<file path="src/fspc_map.svh">
// Purpose: offsets, field positions, codes and reset values of the
//          flash self-programming controller
// Assumes: AXI4-Lite byte addresses, one 32-bit word per register
// Notes:   8-bit registers sit in bits 7:0, upper bits read zero
`ifndef FSPC_MAP_SVH
`define FSPC_MAP_SVH

`define FSPC_OFS_CMD 6'h00
`define FSPC_OFS_STATUS 6'h04
`define FSPC_OFS_PROTECT 6'h08
`define FSPC_OFS_MODE 6'h0c
`define FSPC_OFS_PTR_HI 6'h10
`define FSPC_OFS_PTR_LO 6'h14
`define FSPC_OFS_CMP_HI 6'h18
`define FSPC_OFS_CMP_LO 6'h1c
`define FSPC_OFS_WDT 6'h20
`define FSPC_OFS_HALT 6'h24
`define FSPC_OFS_IRQ_STAT 6'h28
`define FSPC_OFS_IRQ_MASK 6'h2c

`define FSPC_BIT_SEQ_ERR 0
`define FSPC_BIT_VERIFY_ERR 1
`define FSPC_BIT_PROT_ERR 2

`define FSPC_IRQ_DONE 0
`define FSPC_IRQ_CMD_ERR 1
`define FSPC_IRQ_SEQ_ERR 2

`define FSPC_CMD_ERASE 8'h03
`define FSPC_CMD_BLANK 8'h04
`define FSPC_PROTECT_KEY 8'ha5
`define FSPC_WDT_KEY 8'hac
`define FSPC_MODE_SELF 8'h01

`define FSPC_RST_BYTE 8'h00
`define FSPC_RST_FLAGS 3'h0
`define FSPC_RESP_OKAY 2'h0
`define FSPC_RESP_SLVERR 2'h2

`endif

</file>
<file path="src/fspc_pkg.sv">
// Purpose: types shared by the flash self-programming controller
// Assumes: constants live in fspc_map.svh
// Notes:   none
package fspc_pkg;

  typedef enum logic [1:0] {
    FSPC_IDLE  = 2'b00,
    FSPC_CHECK = 2'b01,
    FSPC_BUSY  = 2'b10,
    FSPC_DONE  = 2'b11
  } fspc_state_e;

  typedef struct packed {
    logic valid;
    logic erase;
    logic [7:0] block;
    logic [7:0] lo;
    logic [7:0] hi_cmp;
    logic [7:0] lo_cmp;
  } fspc_flash_req_s;

endpackage : fspc_pkg

</file>
<file path="src/fspc_ctrl.sv">
// Purpose: flash self-programming control, AXI4-Lite register slave
// Assumes: flash macro answers a request with one fl_done pulse
// Notes:   cpu_halt_o stands in for the cpu halt hold-off
//
// Summary of operation
// software zeroes command, then clears status
// A5 key, then value, inverse, value
// only the third mode write takes effect
// failed sequence sets status bit 0
// software retries sequence after an error
// software restores clock and interrupts after
// software runs from untouched flash area
// command 03 means block erase
// erase pointers: block, 00, block, 00
// command 04 means block blank check
// blank pointers: block, 00, block, ff
// software clears status before each command
// halt starts command, cpu resumes after
// bit 1 verify error, bit 2 protect
// status zero means normal termination
// software writes ac to restart watchdog
// entry uses 01, fe, 01 pattern
// software masks interrupts, raises clock first
// cpu held until result flags written
`include "fspc_map.svh"

module fspc_ctrl (
  input wire logic aclk,
  input wire logic aresetn,
  input wire logic [5:0] s_axi_awaddr,
  input wire logic s_axi_awvalid,
  output logic s_axi_awready,
  input wire logic [31:0] s_axi_wdata,
  input wire logic [3:0] s_axi_wstrb,
  input wire logic s_axi_wvalid,
  output logic s_axi_wready,
  output logic [1:0] s_axi_bresp,
  output logic s_axi_bvalid,
  input wire logic s_axi_bready,
  input wire logic [5:0] s_axi_araddr,
  input wire logic s_axi_arvalid,
  output logic s_axi_arready,
  output logic [31:0] s_axi_rdata,
  output logic [1:0] s_axi_rresp,
  output logic s_axi_rvalid,
  input wire logic s_axi_rready,
  output fspc_pkg::fspc_flash_req_s fl_req,
  input wire logic fl_done,
  input wire logic fl_fail,
  input wire logic block_protected,
  output logic cpu_halt_o,
  output logic self_prog_mode,
  output logic wdt_restart,
  output logic irq
);
  import fspc_pkg::*;

  function automatic logic fspc_hit(input logic [5:0] a);
    fspc_hit = (a[1:0] == 2'h0) && (a <= `FSPC_OFS_IRQ_MASK);
  endfunction : fspc_hit

  logic awready_ff, wready_ff, bvalid_ff, arready_ff, rvalid_ff;
  logic [1:0] bresp_ff, rresp_ff;
  logic [31:0] rdata_ff, wdata_ff;
  logic [5:0] awaddr_ff;
  logic [3:0] wstrb_ff;
  logic [7:0] cmd_ff, ptr_hi_ff, ptr_lo_ff, cmp_hi_ff, cmp_lo_ff;
  logic [2:0] status_ff, irq_stat_ff, irq_mask_ff;
  logic mode_ff, halt_ff, wdt_ff, irq_ff;
  logic [1:0] seq_step_ff;
  logic [7:0] seq_val_ff;
  fspc_state_e st_ff;
  fspc_flash_req_s req_ff;

  logic wr_fire, wr_ok;
  logic [7:0] wd;
  logic seq_apply, seq_fail, err_verify, err_prot, cmd_end;
  logic is_flash_cmd;

  assign wr_fire = !awready_ff && !wready_ff && !bvalid_ff;
  // byte lane 0 carries every register; other lanes are ignored
  assign wr_ok = wr_fire && fspc_hit(awaddr_ff) && wstrb_ff[0];
  assign wd = wdata_ff[7:0];
  assign is_flash_cmd = (cmd_ff == `FSPC_CMD_ERASE) ||
                        (cmd_ff == `FSPC_CMD_BLANK);

  // write channels, taken in either order
  always_ff @(posedge aclk) begin
    if (!aresetn) begin
      awready_ff <= 1'b1;
      wready_ff <= 1'b1;
      awaddr_ff <= 6'h00;
      wdata_ff <= 32'h0;
      wstrb_ff <= 4'h0;
    end else begin
      if (s_axi_awvalid && awready_ff) begin
        awready_ff <= 1'b0;
        awaddr_ff <= s_axi_awaddr;
      end else if (wr_fire) begin
        awready_ff <= 1'b1;
      end
      if (s_axi_wvalid && wready_ff) begin
        wready_ff <= 1'b0;
        wdata_ff <= s_axi_wdata;
        wstrb_ff <= s_axi_wstrb;
      end else if (wr_fire) begin
        wready_ff <= 1'b1;
      end
    end
  end

  always_ff @(posedge aclk) begin
    if (!aresetn) begin
      bvalid_ff <= 1'b0;
      bresp_ff <= `FSPC_RESP_OKAY;
    end else if (wr_fire) begin
      bvalid_ff <= 1'b1;
      bresp_ff <= fspc_hit(awaddr_ff) ? `FSPC_RESP_OKAY : `FSPC_RESP_SLVERR;
    end else if (s_axi_bready) begin
      bvalid_ff <= 1'b0;
    end
  end

  // read channel, answer one cycle after the address is taken
  always_ff @(posedge aclk) begin
    if (!aresetn) begin
      arready_ff <= 1'b1;
      rvalid_ff <= 1'b0;
      rdata_ff <= 32'h0;
      rresp_ff <= `FSPC_RESP_OKAY;
    end else if (s_axi_arvalid && arready_ff) begin
      arready_ff <= 1'b0;
      rvalid_ff <= 1'b1;
      rresp_ff <= fspc_hit(s_axi_araddr) ? `FSPC_RESP_OKAY
                                         : `FSPC_RESP_SLVERR;
      case (s_axi_araddr)
        `FSPC_OFS_CMD: rdata_ff <= {24'h0, cmd_ff};
        `FSPC_OFS_STATUS: rdata_ff <= {29'h0, status_ff};
        `FSPC_OFS_MODE: rdata_ff <= {31'h0, mode_ff};
        `FSPC_OFS_PTR_HI: rdata_ff <= {24'h0, ptr_hi_ff};
        `FSPC_OFS_PTR_LO: rdata_ff <= {24'h0, ptr_lo_ff};
        `FSPC_OFS_CMP_HI: rdata_ff <= {24'h0, cmp_hi_ff};
        `FSPC_OFS_CMP_LO: rdata_ff <= {24'h0, cmp_lo_ff};
        `FSPC_OFS_HALT: rdata_ff <= {31'h0, halt_ff};
        `FSPC_OFS_IRQ_STAT: rdata_ff <= {29'h0, irq_stat_ff};
        `FSPC_OFS_IRQ_MASK: rdata_ff <= {29'h0, irq_mask_ff};
        default: rdata_ff <= 32'h0;
      endcase
    end else if (rvalid_ff && s_axi_rready) begin
      rvalid_ff <= 1'b0;
      arready_ff <= 1'b1;
    end
  end

  // command, pointer and interrupt mask registers
  always_ff @(posedge aclk) begin
    if (!aresetn) begin
      cmd_ff <= `FSPC_RST_BYTE;
      ptr_hi_ff <= `FSPC_RST_BYTE;
      ptr_lo_ff <= `FSPC_RST_BYTE;
      cmp_hi_ff <= `FSPC_RST_BYTE;
      cmp_lo_ff <= `FSPC_RST_BYTE;
      irq_mask_ff <= `FSPC_RST_FLAGS;
    end else if (wr_ok) begin
      case (awaddr_ff)
        `FSPC_OFS_CMD: cmd_ff <= wd;
        `FSPC_OFS_PTR_HI: ptr_hi_ff <= wd;
        `FSPC_OFS_PTR_LO: ptr_lo_ff <= wd;
        `FSPC_OFS_CMP_HI: cmp_hi_ff <= wd;
        `FSPC_OFS_CMP_LO: cmp_lo_ff <= wd;
        `FSPC_OFS_IRQ_MASK: irq_mask_ff <= wd[2:0];
        default: ;
      endcase
    end
  end

  // protected mode sequence: key, value, inverse, value
  always_comb begin
    seq_apply = 1'b0;
    seq_fail = 1'b0;
    if (wr_ok && awaddr_ff == `FSPC_OFS_MODE) begin
      case (seq_step_ff)
        2'h1: seq_fail = 1'b0;
        2'h2: seq_fail = (wd != ~seq_val_ff);
        2'h3: begin
          seq_apply = (wd == seq_val_ff);
          seq_fail = (wd != seq_val_ff);
        end
        default: seq_fail = 1'b1;
      endcase
    end else if (wr_ok && seq_step_ff != 2'h0 &&
                 awaddr_ff != `FSPC_OFS_PROTECT) begin
      // any foreign write breaks the sequence
      seq_fail = 1'b1;
    end
  end

  always_ff @(posedge aclk) begin
    if (!aresetn) begin
      seq_step_ff <= 2'h0;
      seq_val_ff <= `FSPC_RST_BYTE;
    end else if (wr_ok) begin
      if (awaddr_ff == `FSPC_OFS_PROTECT) begin
        seq_step_ff <= (wd == `FSPC_PROTECT_KEY) ? 2'h1 : 2'h0;
      end else if (seq_fail || seq_apply) begin
        seq_step_ff <= 2'h0;
      end else if (awaddr_ff == `FSPC_OFS_MODE) begin
        if (seq_step_ff == 2'h1) begin
          seq_val_ff <= wd;
        end
        seq_step_ff <= seq_step_ff + 2'h1;
      end
    end
  end

  // first two mode writes only arm the check
  always_ff @(posedge aclk) begin
    if (!aresetn) begin
      mode_ff <= 1'b0;
    end else if (seq_apply) begin
      mode_ff <= (seq_val_ff == `FSPC_MODE_SELF);
    end
  end

  // command engine
  always_ff @(posedge aclk) begin
    if (!aresetn) begin
      st_ff <= FSPC_IDLE;
      halt_ff <= 1'b0;
      req_ff <= '0;
    end else begin
      req_ff.valid <= 1'b0;
      case (st_ff)
        FSPC_IDLE: begin
          if (wr_ok && awaddr_ff == `FSPC_OFS_HALT && wd[0]) begin
            halt_ff <= 1'b1;
            st_ff <= FSPC_CHECK;
          end
        end
        FSPC_CHECK: begin
          if (is_flash_cmd && mode_ff && !block_protected) begin
            req_ff.valid <= 1'b1;
            req_ff.erase <= (cmd_ff == `FSPC_CMD_ERASE);
            req_ff.block <= ptr_hi_ff;
            req_ff.lo <= ptr_lo_ff;
            req_ff.hi_cmp <= cmp_hi_ff;
            req_ff.lo_cmp <= cmp_lo_ff;
            st_ff <= FSPC_BUSY;
          end else begin
            st_ff <= FSPC_DONE;
          end
        end
        FSPC_BUSY: begin
          if (fl_done) begin
            st_ff <= FSPC_DONE;
          end
        end
        FSPC_DONE: begin
          // flags were written last cycle, so the cpu sees them
          halt_ff <= 1'b0;
          st_ff <= FSPC_IDLE;
        end
        default: st_ff <= FSPC_IDLE;
      endcase
    end
  end

  // protection error: no self mode or protected block
  assign err_prot = (st_ff == FSPC_CHECK) && is_flash_cmd &&
                    (!mode_ff || block_protected);
  assign err_verify = (st_ff == FSPC_BUSY) && fl_done && fl_fail;
  assign cmd_end = (st_ff == FSPC_DONE);

  // set wins over a same-cycle software write
  always_ff @(posedge aclk) begin
    if (!aresetn) begin
      status_ff <= `FSPC_RST_FLAGS;
    end else begin
      status_ff <= ((wr_ok && awaddr_ff == `FSPC_OFS_STATUS) ?
                    wd[2:0] : status_ff) |
                   {err_prot, err_verify, seq_fail};
    end
  end

  always_ff @(posedge aclk) begin
    if (!aresetn) begin
      irq_stat_ff <= `FSPC_RST_FLAGS;
    end else begin
      irq_stat_ff <= (irq_stat_ff &
                      ~((wr_ok && awaddr_ff == `FSPC_OFS_IRQ_STAT) ?
                        wd[2:0] : 3'h0)) |
                     {seq_fail, err_prot | err_verify, cmd_end};
    end
  end

  always_ff @(posedge aclk) begin
    if (!aresetn) begin
      irq_ff <= 1'b0;
      wdt_ff <= 1'b0;
    end else begin
      irq_ff <= |(irq_stat_ff & irq_mask_ff);
      wdt_ff <= wr_ok && awaddr_ff == `FSPC_OFS_WDT &&
                wd == `FSPC_WDT_KEY;
    end
  end

  assign s_axi_awready = awready_ff;
  assign s_axi_wready = wready_ff;
  assign s_axi_bvalid = bvalid_ff;
  assign s_axi_bresp = bresp_ff;
  assign s_axi_arready = arready_ff;
  assign s_axi_rvalid = rvalid_ff;
  assign s_axi_rdata = rdata_ff;
  assign s_axi_rresp = rresp_ff;
  assign fl_req = req_ff;
  assign cpu_halt_o = halt_ff;
  assign self_prog_mode = mode_ff;
  assign wdt_restart = wdt_ff;
  assign irq = irq_ff;
endmodule : fspc_ctrl

</file>
<file path="config.mk">
export PLATFORM = sky130hd
export DESIGN_NAME = fspc_ctrl
export DESIGN_NICKNAME = d
export VERILOG_FILES = /design/src/fspc_pkg.sv /design/src/fspc_ctrl.sv
export VERILOG_INCLUDE_DIRS = /design/src
export SDC_FILE = /design/constraint.sdc
export NUM_CORES = 1
export LEC_CHECK = 0
export BUFFER_PORTS_ARGS = -buffer_cell sky130_fd_sc_hd__buf_4
export CELL_PAD_IN_SITES_DETAIL_PLACEMENT = 2
export CELL_PAD_IN_SITES_GLOBAL_PLACEMENT = 2
export CORE_MARGIN = 10
export CORE_UTILIZATION = 24
export DETAILED_ROUTE_END_ITERATION = 7
export PLACE_DENSITY_LB_ADDON = 0.3
export SYNTH_ARGS = -nofsm -noshare
export SYNTH_HDL_FRONTEND = slang
export SYNTH_SLANG_ARGS = --single-unit
</file>
<file path="constraint.sdc">
create_clock -name aclk -period 2.21 [get_ports aclk]
set_clock_uncertainty 0.15 [all_clocks]
set_input_delay 0.221 -clock aclk [delete_from_list [all_inputs] [get_ports aclk]]
set_output_delay 0.221 -clock aclk [all_outputs]
set_load 0.05 [all_outputs]
</file>
==> results.ini, run 1 <==
[outcome]
outcome=finished clean

[critical_path]
r2r-start=seq_val_ff[2]
path_cells=xnor2_1 -> nor4bb_2 -> nand3_1 -> nor2b_2 -> and3_1 -> buf_4 -> mux2i_1
startpoint_type=flop
cpMaxStageDelayCell=nor4bb_2
critPathArrivalTime_ps=2260
crit_buf_inv=1
cp_top_family=simple AND/OR/NAND/NOR gates
crit_type=flop to flop
slowest_delay_ps=350
reg2reg_to=seq_val_ff[4]
worst-r2r-setup-slack_ps=100
path_max_fanout=8
r2r_cells=7
end_kind=flop
required_ps=2370

[final_layout]
final_cell_mix=nand2_1 (142), dfxtp_1 (128), buf_4 (117)
instances_no_fill=1150
nNetsFinal=884
drive_above_1_share_pct=21.7
syn2layout_area_growth_pct=35.0
antenna_cells=0
final_util_pct=33.1
final_common_cell=nand2_1

[power]
clkPwrFrac_pct=49.3
p_per_area_nw_per_um2=768
switchingPower_w=0.00161
internal-power_w=0.00442
p_seq_share_pct=39.9
vdd_drop_max_mv=0.445
combinationalPowerShare_pct=10.8
leakage_nw=3.06
netSwitchingFraction_pct=26.7

[yosys]
ys_ff_latch=129
yosys_warnings=0
synth_top_area_share_pct=44.4
yosys-top-cells-area=dfxtp_1 (44%), nand2_1 (9.2%), a21oi_1 (8.3%)
netlist_area_um2=5810
synth_edf_count=0
yosysUniqueCellTypes=60
yosysTopAreaCell=dfxtp_1
synthFlopType=dfxtp_1
async_flop_share_pct=0
synthCells=691
syn_area_per_cell_um2=8.41
ys_seq_area_share_pct=44.4

[worst_hold_path]
hold_path.class=input port to flop
hold_path_depth=3
min_from=s_axi_wvalid
whs_endpoint=wdata_ff[6]

[floorplan]
die_y_um=176
rows=56
io_pins=137
die_x_um=176
dieArea_um2=30900
initial_core_util_pct=24.6
core_area_um2=23700

[sta]
timing.fmax_ghz=0.475
maxSlewViolCount=0
setup-tns-final_ps=0
worst_pin_slew_ps=707
finalWorstPathRequiredPeriod_ps=2110
layout_setup_ws_ps=104
finalCritPeriodShare_pct=95.3
setup_violations=0
finalHoldViolCount=0
maxSlewHeadroom_pct=52.5

[placement]
io_buffer_count=83
dp.cells=1082
dp_hpwl_um=15800
dp_worst_setup_slack_ps=-7.47
place_congestion=0.791

[clock_network]
cts-root-buf=clkbuf_16
clkTransAtPathRegs_ps=60
clock_latency_ps=420
numCtsBuffers=17
cts_max_path_buffers=2
clock_sinks=129
h-tree-depth=4
cts_tree=yes

[grt]
overflow=0
antenna_found_initial=0
grtUsageTotal_pct=13.8
grt_max_degree=58
grt_pass1_wl_um=34000
grt_pass1_vias=5967

[routing]
drtIter0Drc=219
via_per_inst=4.73
vias=5440
drc=0
first_pass_iters=4
routedWlPerCell_um=18.6
route.antenna.remaining_nets=0
drt_wl_total_um=21400

[flow_run]
maxCapViolCount=0

## cell families after synthesis
kind of cell             synth area share [%]
multiplexers                             6.61
XOR/XNOR                                 1.20
other                                  0.0645
flip-flops                               44.4
buffers and inverters                    7.51
AO/OA/AOI/OAI                            14.6
adder cells (fa/ha/maj)                  1.72
AND/OR/NAND/NOR                          23.9
## layout make-up
| class | instances | area (um2) |
|---|---|---|
| inverter | 6 | 22.5 |
| fill | 2741 | 15800 |
| sequential | 129 | 2580 |
| multi-input combinational | 510 | 2960 |
| timing repair buffer | 154 | 1270 |
| clock buffer | 18 | 439 |
| tap | 319 | 399 |
| clock inverter | 14 | 175 |
## through the flow
| stage | power, W | hold slack, ps | area, um2 |
|---|---|---|---|
| 6_report | 0.00603 | 9.29 | 7850 |
| 5_1_grt | 0.00629 | 22.7 | 7850 |
| 4_1_cts | 0.00608 | 0.649 | 7770 |
| 3_5_place_dp | 0.00303 | 308 | 6810 |
| 3_3_place_gp | 0.00300 | 301 | 6810 |
| 2_1_floorplan | 0.00287 | 218 | 5910 |
## worst max path at each step
stage,end,start,depth (start not counted),slack (ps)
2_1_floorplan,ptr_lo_ff[0],s_axi_awready,8,60
3_3_place_gp,fl_req[0],cmd_ff[7],6,30
3_5_place_dp,fl_req[21],cmd_ff[7],6,-7
4_1_cts,cmp_hi_ff[5],s_axi_bvalid,8,7
5_1_grt,seq_val_ff[6],seq_val_ff[2],7,-50
6_report,seq_val_ff[4],seq_val_ff[2],7,100
## power groups by stage
stage               registers, W  logic [W]  clock network (W)
floorplan                0.00247   0.000394                  0
finish                   0.00240   0.000650            0.00298
global placement         0.00245   0.000555                  0
global route             0.00241   0.000711            0.00316
detailed placement       0.00245   0.000580                  0
CTS                      0.00240   0.000629            0.00305
## tightest hold or removal path, delay by kind of cell
| kind | cells | cell delay, ps |
|---|---|---|
| and+or+nand+nor | 1 | 90 |
| AOI/OAI and AO/OA | 1 | 60 |
| buffers and inverters | 1 | 150 |
## cell usage after synthesis (2+ instances only)
| master | number |
|---|---|
| nand3_1 | 51 |
| a31oi_1 | 2 |
| nor3_1 | 6 |
| ha_1 | 8 |
| and3b_1 | 2 |
| o21ai_0 | 3 |
| nor4_2 | 2 |
| dfxtp_1 | 129 |
| and3_1 | 4 |
| buf_2 | 4 |
| a32oi_1 | 4 |
| o22ai_1 | 2 |
| buf_4 | 32 |
| mux2_2 | 3 |
| o21ai_1 | 2 |
| or3_1 | 2 |
| nor4b_1 | 3 |
| nand2_1 | 143 |
| clkbuf_1 | 30 |
| and4b_1 | 2 |
| o21a_1 | 6 |
| a222oi_1 | 6 |
| nor2_1 | 40 |
| nor4b_4 | 2 |
| a22oi_1 | 11 |
| nor3b_1 | 4 |
| nor4bb_1 | 2 |
| xnor2_1 | 4 |
| mux2i_1 | 35 |
| nand2b_1 | 4 |
| inv_1 | 6 |
| a41oi_1 | 2 |
| nor3_2 | 2 |
| xor2_1 | 4 |
| nand4b_1 | 2 |
| nor4_1 | 2 |
| nor2b_1 | 2 |
| buf_1 | 2 |
| nand3b_1 | 2 |
| a21oi_1 | 96 |
| a221oi_1 | 2 |
| buf_6 | 3 |
## what timing repair did
action,4_1_cts,5_1_grt
endpoints found under the setup margin,6,66
endpoints found under the hold margin,21,0
gates resized for setup,1,12
pin swaps,0,3
hold buffers,34,0
setup buffers,0,2
## flip-flops by register name (all words and copies together) (netlist names), 2 cells and up
register / count
cmd_ff: 8
seq_val_ff: 8
wdata_ff: 8
status_ff: 3
irq_stat_ff: 3
cmp_hi_ff: 8
awaddr_ff: 6
s_axi_rdata: 8
fl_req: 34
st_ff: 2
ptr_hi_ff: 8
irq_mask_ff: 3
cmp_lo_ff: 8
ptr_lo_ff: 8
seq_step_ff: 2
## layer usage
metal	vias up	wire length, um	global-route usage (%)
met5	-	0	0
met4	0	176	3.21
met3	13	696	3.35
met2	87	10900	24.4
met1	2730	9600	16.5
li1	2610	-	-
Power figures use the tool's default switching activity.
==> run 2, diff against run 1 <==
--- a/config.mk
+++ b/config.mk
@@ -6,6 +6,7 @@
 export SDC_FILE = /design/constraint.sdc
 export NUM_CORES = 1
 export LEC_CHECK = 0
+export ABC_AREA = 1
 export BUFFER_PORTS_ARGS = -buffer_cell sky130_fd_sc_hd__buf_4
 export CELL_PAD_IN_SITES_DETAIL_PLACEMENT = 2
 export CELL_PAD_IN_SITES_GLOBAL_PLACEMENT = 2
==> results.ini, run 2 <==
[outcome]
outcome=finished clean

[clock_network]
cts_setup_buffers=0
numCtsBuffers=17
cts_max_path_buffers=2
clkTransAtPathRegs_ps=60
cts_tree=yes
h-tree-depth=4
cts-root-buf=clkbuf_16
clock_sinks=129
clock_latency_ps=420

[floorplan]
core_area_um2=23600
die_x_um=176
die_y_um=176
rows=56
io_pins=137
dieArea_um2=30800
initial_core_util_pct=24.6

[placement]
dp_hpwl_um=15300
io_buffer_count=83
place_congestion=0.801

[sta]
maxSlewHeadroom_pct=61.3
setup-tns-final_ps=0
finalCritPeriodShare_pct=92.1
worst_pin_slew_ps=579
maxSlewViolCount=0
finalWorstPathRequiredPeriod_ps=2030
timing.fmax_ghz=0.492
setup_violations=0
finalHoldViolCount=0
rsz0062_at_grt=no

[yosys]
ys_seq_area_share_pct=44.5
synth_common_cells=nand2_1 (168), dfxtp_1 (129), a21oi_1 (112)
yosysUniqueCellTypes=36
syn_area_per_cell_um2=7.22
yosys_warnings=0
yosysMostFrequentCell=nand2_1
synthCells=805
synth_top_area_share_pct=44.5
yosys-top-cells-area=dfxtp_1 (44%), nand2_1 (11%), a21oi_1 (9.6%)
synthFlopType=dfxtp_1
netlist_area_um2=5810
ys_ff_latch=129
async_flop_share_pct=0
synth_edf_count=0
yosysTopAreaCell=dfxtp_1

[routing]
drt_wl_total_um=20800
route.antenna.remaining_nets=0
drc=0
vias=5649
first_pass_iters=4
via_per_inst=4.47
drtIter0Drc=224
routedWlPerCell_um=16.5

[grt]
overflow=0
gr-usage-met1_pct=16.0
grt_max_degree=45
grt_pass1_wl_um=33400
top_usage_layer=met2
grtUsageTotal_pct=13.5
grtUsageMet3_pct=2.79
grt_pass1_vias=6079
met2_usage_pct=23.9
antenna_found_initial=0

[final_layout]
seqCellArea_um2=2580
drive_above_1_share_pct=18.2
antenna_cells=0
nNetsFinal=997
final.fill_count=2795
syn2layout_area_growth_pct=32.1
final_cell_mix=nand2_1 (168), dfxtp_1 (128), buf_4 (115)
final_common_cell=nand2_1
largest_reg_flops=34
multiInputGateArea_um2=2590
final_util_pct=32.5

[power]
switchingPower_w=0.00154
netSwitchingFraction_pct=26.1
p_seq_share_pct=41.2
clkPwrFrac_pct=48.2
combinationalPowerShare_pct=10.6
p_per_area_nw_per_um2=769
leakage_nw=3.16
vdd_drop_max_mv=0.361
internal-power_w=0.00436

[critical_path]
crit_type=flop to flop
critPathArrivalTime_ps=2200
crit_buf_inv=1
slowest_delay_ps=370
path_max_fanout=5
startpoint_type=flop
cpMaxStageDelayCell=dfxtp_1
crit_top_cell=nand2_1
cp_top_family=simple AND/OR/NAND/NOR gates
end_kind=flop
required_ps=2380
path_cells=ha_1 -> inv_2 -> nand3_1 -> nand2_1 -> nand2_1 -> nor2_1 -> nand2_1 -> nand2_2 -> nand3_4 -> nor2_2 -> nand3_1 -> nand2_1 -> nor2_1

[worst_hold_path]
hold_path.class=input port to flop

[flow_run]
maxCapViolCount=0

[run 2: stage by stage]
step | instance area (um2) | std cells | hold WS (ps) | total power, W | setup slack (ps)
3_3_place_gp | 6830 | 1208 | 301 | 0.00307 | 146
4_1_cts | 7640 | 1262 | 9.25 | 0.00599 | 116
2_1_floorplan | 5900 | 830 | 201 | 0.00290 | 168
5_1_grt | 7680 | 1263 | 36.5 | 0.00616 | 2.88
6_report | 7680 | 1263 | 18.2 | 0.00590 | 175
3_5_place_dp | 6830 | 1208 | 306 | 0.00308 | 131
[run 2: logic make-up (layout without fill, tap and decap cells)]
logic type,after synthesis,count (layout),share of synthesized area [%]
AND/OR/NAND/NOR,288,289,21.1
AO/OA/AOI/OAI,217,217,19.6
buffers and inverters,162,275,13.0
flip-flops,129,129,44.5
adder cells (fa/ha/maj),8,8,1.72
other,1,26,0.0646
[run 2: worst reg2reg max path, cell delays in order (launching register included)]
cell     delay [ps]
dfxtp_1         370
ha_1            250
inv_2           110
nand3_1          80
nand2_1          70
nand2_1          50
nor2_1          110
nand2_1          80
nand2_2          90
nand3_4         110
nor2_2          240
nand3_1         100
nand2_1          70
nor2_1           40
[run 2: metal layers]
metal  wire, um  up-vias
li1           -     2808
met1       9380     2737
met2      10400       80
met3        723       24
met4        269        0
met5          0        -
[run 2: path summary, 6_finish.rpt]
| check | endpoint | depth (start not counted) | slack (ps) | startpoint |
|---|---|---|---|---|
| max reg2reg | seq_val_ff[6] | 13 | 180 | seq_step_ff[0] |
| min | irq_stat_ff[1] | 3 | 20 | fl_done |
| min reg2reg | fl_req[16] | 2 | 310 | ptr_lo_ff[0] |
| max | seq_val_ff[6] | 13 | 180 | seq_step_ff[0] |
[run 2: timing repair]
| action | in CTS | in global routing |
|---|---|---|
| endpoints found under the setup margin | 0 | 18 |
| gates resized for setup | 0 | 10 |
| endpoints found under the hold margin | 23 | 0 |
| hold buffers | 22 | 0 |
[run 2: cell type report]
class | instances | share of cell area, %
multi-input cells | 540 | 33.8
flip-flops and latches | 129 | 33.7
repair buffers | 138 | 14.4
inverters | 105 | 5.22
clock buffers | 24 | 6.41
well taps | 319 | 5.20
clock inverters | 8 | 1.34
[run 2: power groups by stage]
stage          clock network [W]  registers (W)  logic (W)
2_1_floorplan                  0        0.00250   0.000402
3_3_place_gp                   0        0.00248   0.000584
3_5_place_dp                   0        0.00248   0.000597
4_1_cts                  0.00293        0.00243   0.000633
5_1_grt                  0.00302        0.00244   0.000699
6_report                 0.00284        0.00243   0.000625
